File: src/pkg/vic_pkg.sv
// Constants and carrier types of the vectored interrupt controller.
package vic_pkg;

  // ****************************************************************
  // Table geometry
  // ****************************************************************
  localparam int          VIC_PRIO_W     = 3;
  localparam int          VIC_CPRIO_W    = 4;
  localparam int          VIC_IDX_W      = 7;
  localparam int          VIC_ADDR_W     = 24;
  localparam int          VIC_NUM_VEC    = 126;
  localparam int          VIC_TRAP_SLOTS = 8;
  localparam int          VIC_IRQ_SLOTS  = 118;
  localparam int          VIC_MAX_SRC    = 61;
  localparam int          VIC_MAX_TRAP   = 5;
  localparam int          VIC_ALT_BIT    = 15;
  localparam logic [23:0] VIC_PRI_BASE   = 24'h000004;
  localparam logic [23:0] VIC_ALT_BASE   = 24'h000104;
  localparam logic [23:0] VIC_RESET_PC   = 24'h000000;
  localparam logic [6:0]  VIC_IRQ_VOFS   = 7'h08;
  localparam logic [2:0]  VIC_LVL_OFF    = 3'h0;
  localparam logic [3:0]  VIC_TRAP_TOP   = 4'hF;

  // ****************************************************************
  // Fixed latencies in clock cycles
  // ****************************************************************
  localparam logic [3:0]  VIC_TBL_LAT    = 4'h1;
  localparam logic [3:0]  VIC_ENTRY_CYC  = 4'h4;
  localparam logic [3:0]  VIC_RET_CYC    = 4'h3;

  // ****************************************************************
  // Types
  // ****************************************************************
  typedef enum logic [3:0] {
    VIC_ST_IDLE    = 4'h1,
    VIC_ST_FETCH   = 4'h2,
    VIC_ST_SERVICE = 4'h4,
    VIC_ST_RETURN  = 4'h8
  } vic_state_t;

  typedef struct packed {
    logic       found;
    logic       trap;
    logic [6:0] idx;
    logic [3:0] prio;
  } vic_win_t;

  typedef struct packed {
    logic        rd;
    logic [23:0] addr;
  } vic_fetch_t;

  typedef struct packed {
    logic        load;
    logic [23:0] pc;
  } vic_entry_t;

endpackage

File: src/design/vic_top.sv
// Vectored interrupt controller: arbitration, vector fetch and fixed-latency entry.
// ******************************************************************
// What this block does
// - Many peripheral request lines merge into one request to the core.
// - Each maskable source carries one of seven software-set priority levels.
// - At equal level the lower vector wins; vector zero beats all.
// - Primary table starts at program word 000004h.
// - Primary table has 126 entries: eight traps then 118 interrupts.
// - Each entry gives a 24-bit handler address; execution jumps there.
// - Up to 61 maskable sources and 5 nonmaskable traps exist.
// - Alternate-select bit 15 of control register two picks alternate table.
// - Alternate table follows the primary with identical slot order.
// - Request n is vector n+8 at 0x14+2n or 0x114+2n.
// - Every source owns its own vector entry.
// - Entry and return latencies are fixed cycle counts.
// - Reset bypasses the controller, clears state, program counter goes to zero.
// ******************************************************************
module vic_top
  import vic_pkg::*;
#(
  parameter int                   NUM_IRQ  = VIC_IRQ_SLOTS,
  parameter int                   NUM_TRAP = VIC_MAX_TRAP,
  parameter logic [NUM_IRQ-1:0]   IRQ_IMPL = '1
) (
  input  wire logic                              sys_clk_i,
  input  wire logic                              rst_n_i,
  input  wire logic [NUM_IRQ-1:0]                irq_req_i,
  input  wire logic [NUM_IRQ-1:0]                irq_en_i,
  input  wire logic [NUM_IRQ-1:0][VIC_PRIO_W-1:0] irq_prio_i,
  input  wire logic [NUM_TRAP-1:0]               trap_req_i,
  input  wire logic [VIC_CPRIO_W-1:0]            cpu_prio_i,
  input  wire logic [15:0]                       second_interrupt_control_reg_i,
  input  wire logic                              cpu_ack_i,
  input  wire logic                              cpu_ret_i,
  input  wire logic [VIC_ADDR_W-1:0]             tbl_data_i,
  output logic                                   cpu_irq_o,
  output logic [VIC_IDX_W-1:0]                   vec_num_o,
  output logic                                   taken_o,
  output vic_fetch_t                             fetch_o,
  output vic_entry_t                             entry_o,
  output logic                                   ret_done_o
);

  // ****************************************************************
  // Arbitration
  // ****************************************************************
  // The loops run from the top index down and take ties, so the lowest
  // index at the highest level is left standing. Traps are checked last
  // and therefore always override maskable sources.
  function automatic vic_win_t vic_pick(
    input logic [NUM_IRQ-1:0]                 pend,
    input logic [NUM_IRQ-1:0][VIC_PRIO_W-1:0] lvl,
    input logic [NUM_TRAP-1:0]                trap
  );
    vic_win_t w;
    w = '0;
    for (int i = NUM_IRQ - 1; i >= 0; i--) begin
      if (pend[i] && lvl[i] != VIC_LVL_OFF && {1'b0, lvl[i]} >= w.prio) begin
        w.found = 1'b1;
        w.trap  = 1'b0;
        w.idx   = 7'(i);
        w.prio  = {1'b0, lvl[i]};
      end
    end
    for (int i = NUM_TRAP - 1; i >= 0; i--) begin
      if (trap[i]) begin
        w.found = 1'b1;
        w.trap  = 1'b1;
        w.idx   = 7'(i);
        w.prio  = VIC_TRAP_TOP - 4'(i);
      end
    end
    return w;
  endfunction

  function automatic logic [VIC_IDX_W-1:0] vic_vec(input vic_win_t w);
    return w.trap ? w.idx : w.idx + VIC_IRQ_VOFS;
  endfunction

  function automatic logic [VIC_ADDR_W-1:0] vic_slot(
    input logic                 alt,
    input logic [VIC_IDX_W-1:0] vec
  );
    logic [VIC_ADDR_W-1:0] base;
    base = alt ? VIC_ALT_BASE : VIC_PRI_BASE;
    return base + {16'h0000, vec, 1'b0};
  endfunction

  // ****************************************************************
  // Decode
  // ****************************************************************
  vic_state_t                     st_r;
  vic_state_t                     st_nxt;
  vic_win_t                       win_r;
  logic [3:0]                     cnt_r;
  logic [VIC_ADDR_W-1:0]          hdl_r;
  logic                           irq_nxt;

  wire logic [NUM_IRQ-1:0] pend_w   = irq_req_i & irq_en_i & IRQ_IMPL;
  wire vic_win_t           pick_w   = vic_pick(pend_w, irq_prio_i, trap_req_i);
  wire logic               pend_any = |pend_w | |trap_req_i;
  wire logic               alt_w    = second_interrupt_control_reg_i[VIC_ALT_BIT];
  wire logic               take_w   = (st_r == VIC_ST_IDLE) && cpu_irq_o && cpu_ack_i;
  wire logic               ent_w    = (st_r == VIC_ST_FETCH) && (cnt_r == VIC_ENTRY_CYC - 4'h1);
  wire logic               rdone_w  = (st_r == VIC_ST_RETURN) && (cnt_r == VIC_RET_CYC - 4'h1);
  wire logic               cap_w    = (st_r == VIC_ST_FETCH) && (cnt_r == VIC_TBL_LAT);

  // Only a winner that outranks the core is offered; while a handler is
  // in flight no new request is raised, so the fixed timing is never cut.
  assign irq_nxt = (st_r == VIC_ST_IDLE) && !take_w && pick_w.found
                   && (pick_w.prio > cpu_prio_i);

  always_comb begin
    st_nxt = st_r;
    case (st_r)
      VIC_ST_IDLE: begin
        if (take_w) begin
          st_nxt = VIC_ST_FETCH;
        end
      end
      VIC_ST_FETCH: begin
        if (ent_w) begin
          st_nxt = VIC_ST_SERVICE;
        end
      end
      VIC_ST_SERVICE: begin
        if (cpu_ret_i) begin
          st_nxt = VIC_ST_RETURN;
        end
      end
      VIC_ST_RETURN: begin
        if (rdone_w) begin
          st_nxt = VIC_ST_IDLE;
        end
      end
      default: begin
        st_nxt = VIC_ST_IDLE;
      end
    endcase
  end

  // ****************************************************************
  // Sequencer
  // ****************************************************************
  // Reset drops everything in flight and parks the entry port on the reset
  // address; no vector is fetched for it.
  always_ff @(posedge sys_clk_i or negedge rst_n_i) begin
    if (!rst_n_i) begin
      st_r  <= VIC_ST_IDLE;
      cnt_r <= 4'h0;
    end else begin
      st_r <= st_nxt;
      if (st_nxt != st_r) begin
        cnt_r <= 4'h0;
      end else begin
        cnt_r <= cnt_r + 4'h1;
      end
    end
  end

  always_ff @(posedge sys_clk_i or negedge rst_n_i) begin
    if (!rst_n_i) begin
      cpu_irq_o <= 1'b0;
      win_r     <= '0;
      vec_num_o <= 7'h00;
    end else begin
      cpu_irq_o <= irq_nxt;
      if (st_r == VIC_ST_IDLE && !take_w) begin
        win_r     <= pick_w;
        vec_num_o <= vic_vec(pick_w);
      end
    end
  end

  always_ff @(posedge sys_clk_i or negedge rst_n_i) begin
    if (!rst_n_i) begin
      taken_o <= 1'b0;
      fetch_o <= '0;
      hdl_r   <= VIC_RESET_PC;
    end else begin
      taken_o      <= take_w;
      fetch_o.rd   <= take_w;
      if (take_w) begin
        fetch_o.addr <= vic_slot(alt_w, vec_num_o);
      end
      if (cap_w) begin
        hdl_r <= tbl_data_i;
      end
    end
  end

  always_ff @(posedge sys_clk_i or negedge rst_n_i) begin
    if (!rst_n_i) begin
      entry_o    <= '{load: 1'b0, pc: VIC_RESET_PC};
      ret_done_o <= 1'b0;
    end else begin
      entry_o.load <= ent_w;
      if (ent_w) begin
        entry_o.pc <= hdl_r;
      end
      ret_done_o <= rdone_w;
    end
  end

  // ****************************************************************
  // Checks
  // ****************************************************************
  irq_merge_a: assert property (@(posedge sys_clk_i) disable iff (!rst_n_i)
    cpu_irq_o |-> $past(pend_any))
    else $error("Request raised with nothing pending.");

  irq_above_core_a: assert property (@(posedge sys_clk_i) disable iff (!rst_n_i)
    cpu_irq_o |-> win_r.prio > $past(cpu_prio_i))
    else $error("Request raised below core priority.");

  vec_map_a: assert property (@(posedge sys_clk_i) disable iff (!rst_n_i)
    (cpu_irq_o && !win_r.trap) |-> vec_num_o == win_r.idx + VIC_IRQ_VOFS)
    else $error("Interrupt vector number is not request plus eight.");

  tie_order_a: assert property (@(posedge sys_clk_i) disable iff (!rst_n_i)
    (cpu_irq_o && !win_r.trap && win_r.idx != 7'h00 && $past(pend_w[0]))
    |-> {1'b0, $past(irq_prio_i[0])} < win_r.prio)
    else $error("Lower vector lost a tie at equal level.");

  trap_first_a: assert property (@(posedge sys_clk_i) disable iff (!rst_n_i)
    (cpu_irq_o && $past(|trap_req_i)) |-> win_r.trap)
    else $error("Maskable source beat a pending trap.");

  table_addr_a: assert property (@(posedge sys_clk_i) disable iff (!rst_n_i)
    fetch_o.rd |-> fetch_o.addr ==
      ($past(alt_w) ? VIC_ALT_BASE : VIC_PRI_BASE) + {16'h0000, $past(vec_num_o), 1'b0})
    else $error("Vector fetch address is wrong for the selected table.");

  entry_fixed_a: assert property (@(posedge sys_clk_i) disable iff (!rst_n_i)
    take_w |-> !entry_o.load [*5] ##1 entry_o.load)
    else $error("Handler entry latency is not fixed.");

  return_fixed_a: assert property (@(posedge sys_clk_i) disable iff (!rst_n_i)
    (st_r == VIC_ST_SERVICE && cpu_ret_i) |-> ##4 ret_done_o)
    else $error("Return latency is not fixed.");

  entry_pc_a: assert property (@(posedge sys_clk_i) disable iff (!rst_n_i)
    entry_o.load |-> entry_o.pc == $past(tbl_data_i, 3))
    else $error("Handler address differs from the fetched entry.");

  reset_pc_a: assert property (@(posedge sys_clk_i)
    !$past(rst_n_i) |-> (entry_o.pc == VIC_RESET_PC && !cpu_irq_o && !entry_o.load))
    else $error("Reset did not park the program counter at zero.");

  take_pulse_a: assert property (@(posedge sys_clk_i) disable iff (!rst_n_i)
    taken_o |=> !taken_o)
    else $error("Take pulse lasted more than one cycle.");

  fetch_take_a: assert property (@(posedge sys_clk_i) disable iff (!rst_n_i)
    taken_o |-> fetch_o.rd)
    else $error("Accepted request did not start a vector fetch.");

  load_pulse_a: assert property (@(posedge sys_clk_i) disable iff (!rst_n_i)
    entry_o.load |=> !entry_o.load)
    else $error("Handler load lasted more than one cycle.");

  ret_pulse_a: assert property (@(posedge sys_clk_i) disable iff (!rst_n_i)
    ret_done_o |=> !ret_done_o)
    else $error("Return pulse lasted more than one cycle.");

  ret_idle_a: assert property (@(posedge sys_clk_i) disable iff (!rst_n_i)
    ret_done_o |-> st_r == VIC_ST_IDLE)
    else $error("Return finished without going idle.");

  irq_drop_a: assert property (@(posedge sys_clk_i) disable iff (!rst_n_i)
    taken_o |-> !cpu_irq_o)
    else $error("Request still raised after it was accepted.");

  busy_quiet_a: assert property (@(posedge sys_clk_i) disable iff (!rst_n_i)
    (st_r != VIC_ST_IDLE) |-> !cpu_irq_o)
    else $error("Request raised while a handler is in flight.");

  vec_frozen_a: assert property (@(posedge sys_clk_i) disable iff (!rst_n_i)
    (st_r != VIC_ST_IDLE) |-> $stable(vec_num_o))
    else $error("Vector number moved while a handler is in flight.");

  pc_hold_a: assert property (@(posedge sys_clk_i) disable iff (!rst_n_i)
    !entry_o.load |-> $stable(entry_o.pc))
    else $error("Handler address moved without a load.");

  prim_range_a: assert property (@(posedge sys_clk_i) disable iff (!rst_n_i)
    (fetch_o.rd && !$past(alt_w)) |-> fetch_o.addr < VIC_ALT_BASE)
    else $error("Primary fetch reached into the alternate table.");

  alt_range_a: assert property (@(posedge sys_clk_i) disable iff (!rst_n_i)
    (fetch_o.rd && $past(alt_w)) |-> fetch_o.addr >= VIC_ALT_BASE)
    else $error("Alternate fetch fell below the alternate table.");

  trap_vec_a: assert property (@(posedge sys_clk_i) disable iff (!rst_n_i)
    (cpu_irq_o && win_r.trap) |-> vec_num_o == win_r.idx)
    else $error("Trap vector number is not its own slot.");

  trap_level_a: assert property (@(posedge sys_clk_i) disable iff (!rst_n_i)
    (cpu_irq_o && win_r.trap) |-> win_r.prio == VIC_TRAP_TOP - {1'b0, win_r.idx[2:0]})
    else $error("Trap level does not follow its slot.");

  hdl_capture_a: assert property (@(posedge sys_clk_i) disable iff (!rst_n_i)
    cap_w |=> hdl_r == $past(tbl_data_i))
    else $error("Handler address not taken from program memory.");

endmodule

File: config.mk
export PLATFORM = sky130hd
export DESIGN_NAME = vic_top
export DESIGN_NICKNAME = d
export VERILOG_FILES = /design/src/pkg/vic_pkg.sv /design/src/design/vic_top.sv
export SDC_FILE = /design/constraint.sdc
export NUM_CORES = 1
export LEC_CHECK = 0
export ABC_AREA = 1
export BUFFER_PORTS_ARGS = -buffer_cell sky130_fd_sc_hd__buf_4
export CAP_MARGIN = 20
export CORE_AREA = 2 2 276 278
export DETAILED_ROUTE_END_ITERATION = 10
export DIE_AREA = 0 0 278 280
export GPL_TIMING_DRIVEN = 1
export PLACE_DENSITY = 0.52
export SYNTH_ARGS = -nofsm -noshare
export SYNTH_HDL_FRONTEND = slang
export SYNTH_SLANG_ARGS = --single-unit
File: constraint.sdc
create_clock -name sys_clk_i -period 2.28 [get_ports sys_clk_i]
set_input_delay 0.342 -clock sys_clk_i [delete_from_list [all_inputs] [get_ports sys_clk_i]]
set_output_delay 0.342 -clock sys_clk_i [all_outputs]
set_load 0.005 [all_outputs]
==> run_results.csv, run 1 <==
group,metric,value,unit
run_status,status,"finished with violations",
run_status,failed_checks,"setup timing",
yosys,synth.top_cell.area_share,17.1,%
yosys,ys_ff_latch,76,
min_path,hold_class,"in -> reg",
routing,wire_per_inst,13.8,um
sta,rsz0062_at_grt,"yes",
floorplanning,initial_utilization,25.7,%
place,post-place-cells,5781,
layout,drive_above_1_share,55.0,%
place,hpwl,72100,um
sta,finalCritPeriodShare,4680,%
yosys,synth_area_leaders,"nand2_1 (17%), ha_1 (16%), inv_1 (14%)",
place,dp_slack,-109.20,ns
floorplanning,die_w,278,um
floorplanning,die-area,77800,um^2
floorplanning,die-height,280,um
yosys,synthArstFlopShare,100,%
sta,drv_slew,0,
layout,final_area,38500,um^2
floorplanning,num_io_pins,703,
grt,gr-total-overflow,0,
sta,tightest_slew,0.613,ns
layout,final_common_cell,"buf_4",
layout,layout_common_cells,"buf_4 (1968), nand2_1 (663), inv_1 (652)",
setup_path,cp_data_arrival_time,107.00,ns
sta,finalHoldWorstSlack,0.226,ns
grt,grt_max_degree,42,
clocking,cts_tree,"done",
sta,relSlewSlack,58.8,%
yosys,synth_cell_type_count,49,
setup_path,reg2reg_slack,0.29,ns
sta,setup_violations,8,
routing,viasPerCell,4.43,
setup_path,end_kind,"flip-flop",
layout,nets,6207,
layout,syn_to_final_growth,99.7,%
clocking,h-tree-depth,3,
yosys,syn_inst,3324,
place,postPlaceCellArea,32300,um^2
place,io_buffers,672,
sta,max_freq,9.37,MHz
setup_path,required,2.53,ns
clocking,clock_tree.buffer_depth,2,
routing,initialDrtViolationCount,857,
setup_path,cp_common_cell,"nand2_2",
yosys,syn_area,19300,um^2
floorplanning,core_area,75200,um^2
yosys,synth_edf_count,0,
clocking,clock_latency,0.34,ns
layout,num-fill-cells,7497,
place,gp_congestion,0.878,
routing,wl,87300,um
sta,timing.final.crit_period,106.75,ns
setup_path,critPathSlowestCell,"ha_1",
grt,antenna_found_initial,11,
yosys,yosysTopAreaCell,"nand2_1",
clocking,cts-root-buf,"clkbuf_16",
floorplanning,row_count,101,
layout,fin_cells,6309,
yosys,ys_seq_area_share,9.86,%
setup_path,cp_max_fo,7,
yosys,yosysWarnings,0,
clocking,path_clk_slew,0.07,ns
setup_path,crit_type,"in -> reg",
grt,grt_use_total,20.9,%
yosys,synth-main-ff-cell,"dfrtp_1",
grt,grt_pass1_vias,26736,
clocking,cts.sinks,76,
grt,grt_pass1_wl,133000,um
flow_run,max_cap_viol_count,0,
clocking,numCtsBuffers,9,
sta,finClkSkew,0.00895,ns
sta,finalHoldViolations,0,
routing,first_pass_iters,5,
setup_path,cpPeakStageDelay,0.31,ns
routing,postRouteAntennaNets,0,
sta,layout_setup_ws,-104.47,ns
yosys,syn_area_per_cell,5.81,um^2
setup_path,cp-start-kind,"primary input",
routing,dr_total_vias,27922,
routing,post-route-drc-count,0,
-- registers in the layout, indices dropped and copies added, names as in the netlist --
register    cells
st_r            4
entry_o        25
cnt_r           4
ret_done_o      1
fetch_o        10
cpu_irq_o       1
vec_num_o       7
hdl_r          24
-- worst max-delay path: cells and delay by family --
| kind | cells | cell delay (ns) |
|---|---|---|
| buffers and inverters | 244 | 15.17 |
| AO/OA/AOI/OAI | 218 | 22.91 |
| adder cells (fa/ha/maj) | 113 | 28.20 |
| AND/OR/NAND/NOR | 560 | 39.74 |
-- kinds of logic after synthesis --
family / after synthesis / share of synthesized area (%)
simple gates: 1630 / 38.7
other cells: 1 / 0.0194
fa+ha+maj: 246 / 15.9
xor+xnor: 5 / 0.227
flops: 76 / 9.86
buf+inv: 745 / 15.0
mux: 22 / 1.28
compound gates: 599 / 19.0
-- synth_stat cells (4+ instances only) --
| cell type | n |
|---|---|
| a21oi_1 | 62 |
| a221oi_1 | 4 |
| a31oi_1 | 9 |
| buf_4 | 16 |
| clkbuf_1 | 8 |
| clkinv_1 | 6 |
| dfrtp_1 | 75 |
| ha_1 | 246 |
| inv_1 | 707 |
| mux2_2 | 22 |
| nand2_1 | 881 |
| nand2_2 | 312 |
| nand2_4 | 12 |
| nand3_1 | 274 |
| nand4_1 | 6 |
| nor2_1 | 81 |
| nor3_1 | 40 |
| nor4_1 | 8 |
| o211ai_1 | 7 |
| o21a_1 | 17 |
| o21ai_0 | 364 |
| o21ai_1 | 12 |
| o311a_1 | 54 |
| o311a_2 | 33 |
| o31ai_1 | 21 |
| or2_2 | 10 |
-- final timing paths --
check,start,endpoint,depth (start not counted)
min reg2reg,hdl_r[18],entry_o[18],2
max,irq_prio_i[353],cpu_irq_o,1135
min in group asynchronous,rst_n_i,entry_o[8],2
max in group asynchronous,rst_n_i,fetch_o[5],3
max reg2reg,st_r[0],cnt_r[2],10
min,tbl_data_i[5],hdl_r[5],2
-- per-stage QoR --
| stage | utilization (%) | TNS, ns |
|---|---|---|
| after floorplan | - | -809.54 |
| after global placement | 43.0 | -853.24 |
| after detailed placement | 43.0 | -870.57 |
| after CTS | 48.3 | -824.24 |
| after global routing | 51.3 | -910.70 |
| final | 51.3 | -832.82 |
-- layer usage --
| layer | part of all wire, % | vias to the layer above | GRT usage, % |
|---|---|---|---|
| met5 | 0.097 | - | 0.500 |
| met4 | 2.7 | 8 | 5.28 |
| met3 | 3.6 | 129 | 2.55 |
| met2 | 51 | 486 | 38.8 |
| met1 | 43 | 12538 | 25.3 |
| li1 | - | 14761 | - |
-- final cells by class --
| cell class | instances | area [um^2] | area share [%] |
|---|---|---|---|
| clock buffer | 9 | 225 | 0.584 |
| antenna | 8 | 20.0 | 0.0519 |
| timing repair buffer | 1993 | 15100 | 39.3 |
| inverter | 721 | 2760 | 7.15 |
| tap | 978 | 1220 | 3.17 |
| multi-input combinational | 2517 | 17200 | 44.6 |
| clock inverter | 7 | 82.6 | 0.214 |
| sequential | 76 | 1900 | 4.94 |
-- timing repair --
item                       4_1_cts  5_1_grt
resized for setup              278      329
hold buffers                     1        0
buffers inserted               391      116
gates cloned                     0        0
setup endpoints to repair        8       12
hold endpoints to repair        34        0
pin swaps                      243      440
Power of run 1 is left out: the tool's default activity adds up to more than one toggle a clock period on the data nets, which glitch-free logic cannot reach.
==> run 2: changes to the inputs <==
- REMOVE_ABC_BUFFERS: not set -> 1
==> run_results.csv, run 2 (synthesis gave the netlist of run 1 again) <==
group,metric,value,unit
sta,finalHoldViolations,0,
clocking,path_clk_slew,0.06,ns
floorplanning,num_io_pins,703,
sta,finClkSkew,0.00666,ns
floorplanning,row_count,101,
layout,largest_register_ffs,25,
sta,setup_violations,8,
routing,met1_length,35300,um
clocking,cts.sinks,76,
sta,tns,-832.56,ns
layout,layout_common_cells,"buf_4 (1696), nand2_1 (663), inv_1 (646)",
routing,first_pass_iters,8,
floorplanning,core_area,75200,um^2
setup_path,path_delay_family,"simple AND/OR/NAND/NOR gates",
floorplanning,die_w,278,um
grt,grt_pass1_wl,127000,um
sta,max_freq,9.38,MHz
routing,top_layer,"met5",
layout,num-fill-cells,7682,
clocking,clock_tree.buffer_depth,2,
floorplanning,die-height,280,um
setup_path,required,2.54,ns
place,dp_slack,-114.64,ns
layout,largest-register,"entry_o",
layout,utilization,48.7,%
setup_path,cp_common_cell,"nand2_2",
flow_run,max_cap_viol_count,0,
sta,relSlewSlack,59.5,%
setup_path,critPathSlowestCell,"o21ai_0",
setup_path,end_kind,"flip-flop",
routing,post-route-drc-count,0,
routing,dr_total_vias,26891,
setup_path,critPathBufInv,227,
run_status,failed_checks,"setup timing",
setup_path,cp_data_arrival_time,106.91,ns
setup_path,crit_type,"in -> reg",
setup_path,cpPeakStageDelay,0.33,ns
routing,wl_met3,3170,um
sta,tightest_slew,0.602,ns
layout,nets,5949,
clocking,numCtsBuffers,9,
setup_path,cp_max_fo,6,
sta,layout_setup_ws,-104.38,ns
routing,wl,84100,um
setup_path,cp-start-kind,"primary input",
clocking,cts-root-buf,"clkbuf_16",
layout,largestRegisters,"entry_o (25), hdl_r (24), fetch_o (10)",
sta,timing.final.crit_period,106.66,ns
setup_path,crit_end,"cpu_irq_o",
layout,drive_above_1_share,53.9,%
clocking,cts_tree,"done",
grt,grt_use_total,20.0,%
sta,rsz0062_at_grt,"yes",
setup_path,reg2reg_from,"st_r[0]",
sta,finalCritPeriodShare,4680,%
setup_path,startpoint,"irq_prio_i[352]",
routing,dr_wl_met2,42900,um
setup_path,cp.depth,1135,
layout,final_common_cell,"buf_4",
floorplanning,die-area,77800,um^2
floorplanning,initial_utilization,25.7,%
grt,antenna_found_initial,20,
grt,grt_max_degree,42,
clocking,clock_latency,0.34,ns
place,gp_congestion,0.918,
run_status,status,"finished with violations",
setup_path,r2r_cells,10,
routing,viasPerCell,4.44,
clocking,h-tree-depth,3,
setup_path,reg2reg_slack,0.25,ns
routing,wire_per_inst,13.9,um
grt,grt_pass1_vias,25617,
routing,postRouteAntennaNets,0,
routing,initialDrtViolationCount,836,
sta,drv_slew,0,
place,io_buffers,672,
min_path,hold_class,"in -> reg",
layout,syn_to_final_growth,89.8,%
setup_path,r2r_end,"cnt_r[1]",
place,hpwl,70600,um
grt,gr-total-overflow,0,
[run 2: changes by cell type in the layout (fill, tap and decap cells not counted), sizes merged]
| cell | before | now |
|---|---|---|
| diode | 8 | 10 |
| inv | 720 | 717 |
| clkinv | 4 | 6 |
| clkbuf | 9 | 10 |
| buf | 1992 | 1734 |
[run 2: repair_timing]
item                                    4_1_cts  5_1_grt
hold endpoints to repair                     35        0
cloned                                        0        0
setup buffers                               159      133
hold buffers                                  1        0
endpoints found under the setup margin        8       12
gates resized for setup                     588      473
pin swaps                                   182      533
[run 2: worst min-delay path by stage]
stage	start	endpoint	cells after the start
final	tbl_data_i[6]	hdl_r[6]	2
after global routing	tbl_data_i[15]	hdl_r[15]	2
after CTS	tbl_data_i[6]	hdl_r[6]	2
after detailed placement	rst_n_i	hdl_r[12]	1
after global placement	rst_n_i	hdl_r[21]	1
after floorplan	rst_n_i	cnt_r[0]	0
[run 2: per-layer routing]
metal / GRT usage, % / up-vias
met5: 0 / -
met4: 5.82 / 20
met3: 2.61 / 122
met2: 37.0 / 455
met1: 23.9 / 12058
li1: - / 14236
[run 2: cell type report]
class | count | area (um^2) | share of cell area, %
timing repair buffer | 1735 | 13200 | 36.0
clock inverter | 6 | 63.8 | 0.174
tap | 978 | 1220 | 3.34
clock buffer | 10 | 239 | 0.652
antenna | 10 | 25.0 | 0.0683
inverter | 721 | 2750 | 7.51
multi-input combinational | 2517 | 17200 | 47.0
sequential | 76 | 1900 | 5.20
[run 2: per-stage QoR]
| stage | hold WS [ns] | std cells | instance area, um^2 |
|---|---|---|---|
| 4_1_cts | 0.220 | 5913 | 33900 |
| 6_report | 0.234 | 6053 | 36600 |
| 3_3_place_gp | 0.343 | 5737 | 31300 |
| 5_1_grt | 0.218 | 6052 | 36600 |
| 2_1_floorplan | 0.0464 | 3314 | 19200 |
| 3_5_place_dp | 0.348 | 5737 | 31300 |
[run 2: worst register-to-register path: stages, from the launching register on]
cell and delay [ns]:
dfstp_2 0.57, inv_1 0.06, nor3_2 0.22, nand3_1 0.12, inv_1 0.17, nor2_1 0.08
inv_1 0.09, o311ai_0 0.18, nor2_1 0.16, o2111ai_2 0.18, nor2_1 0.14
Power of run 2 is left out for the same reason.
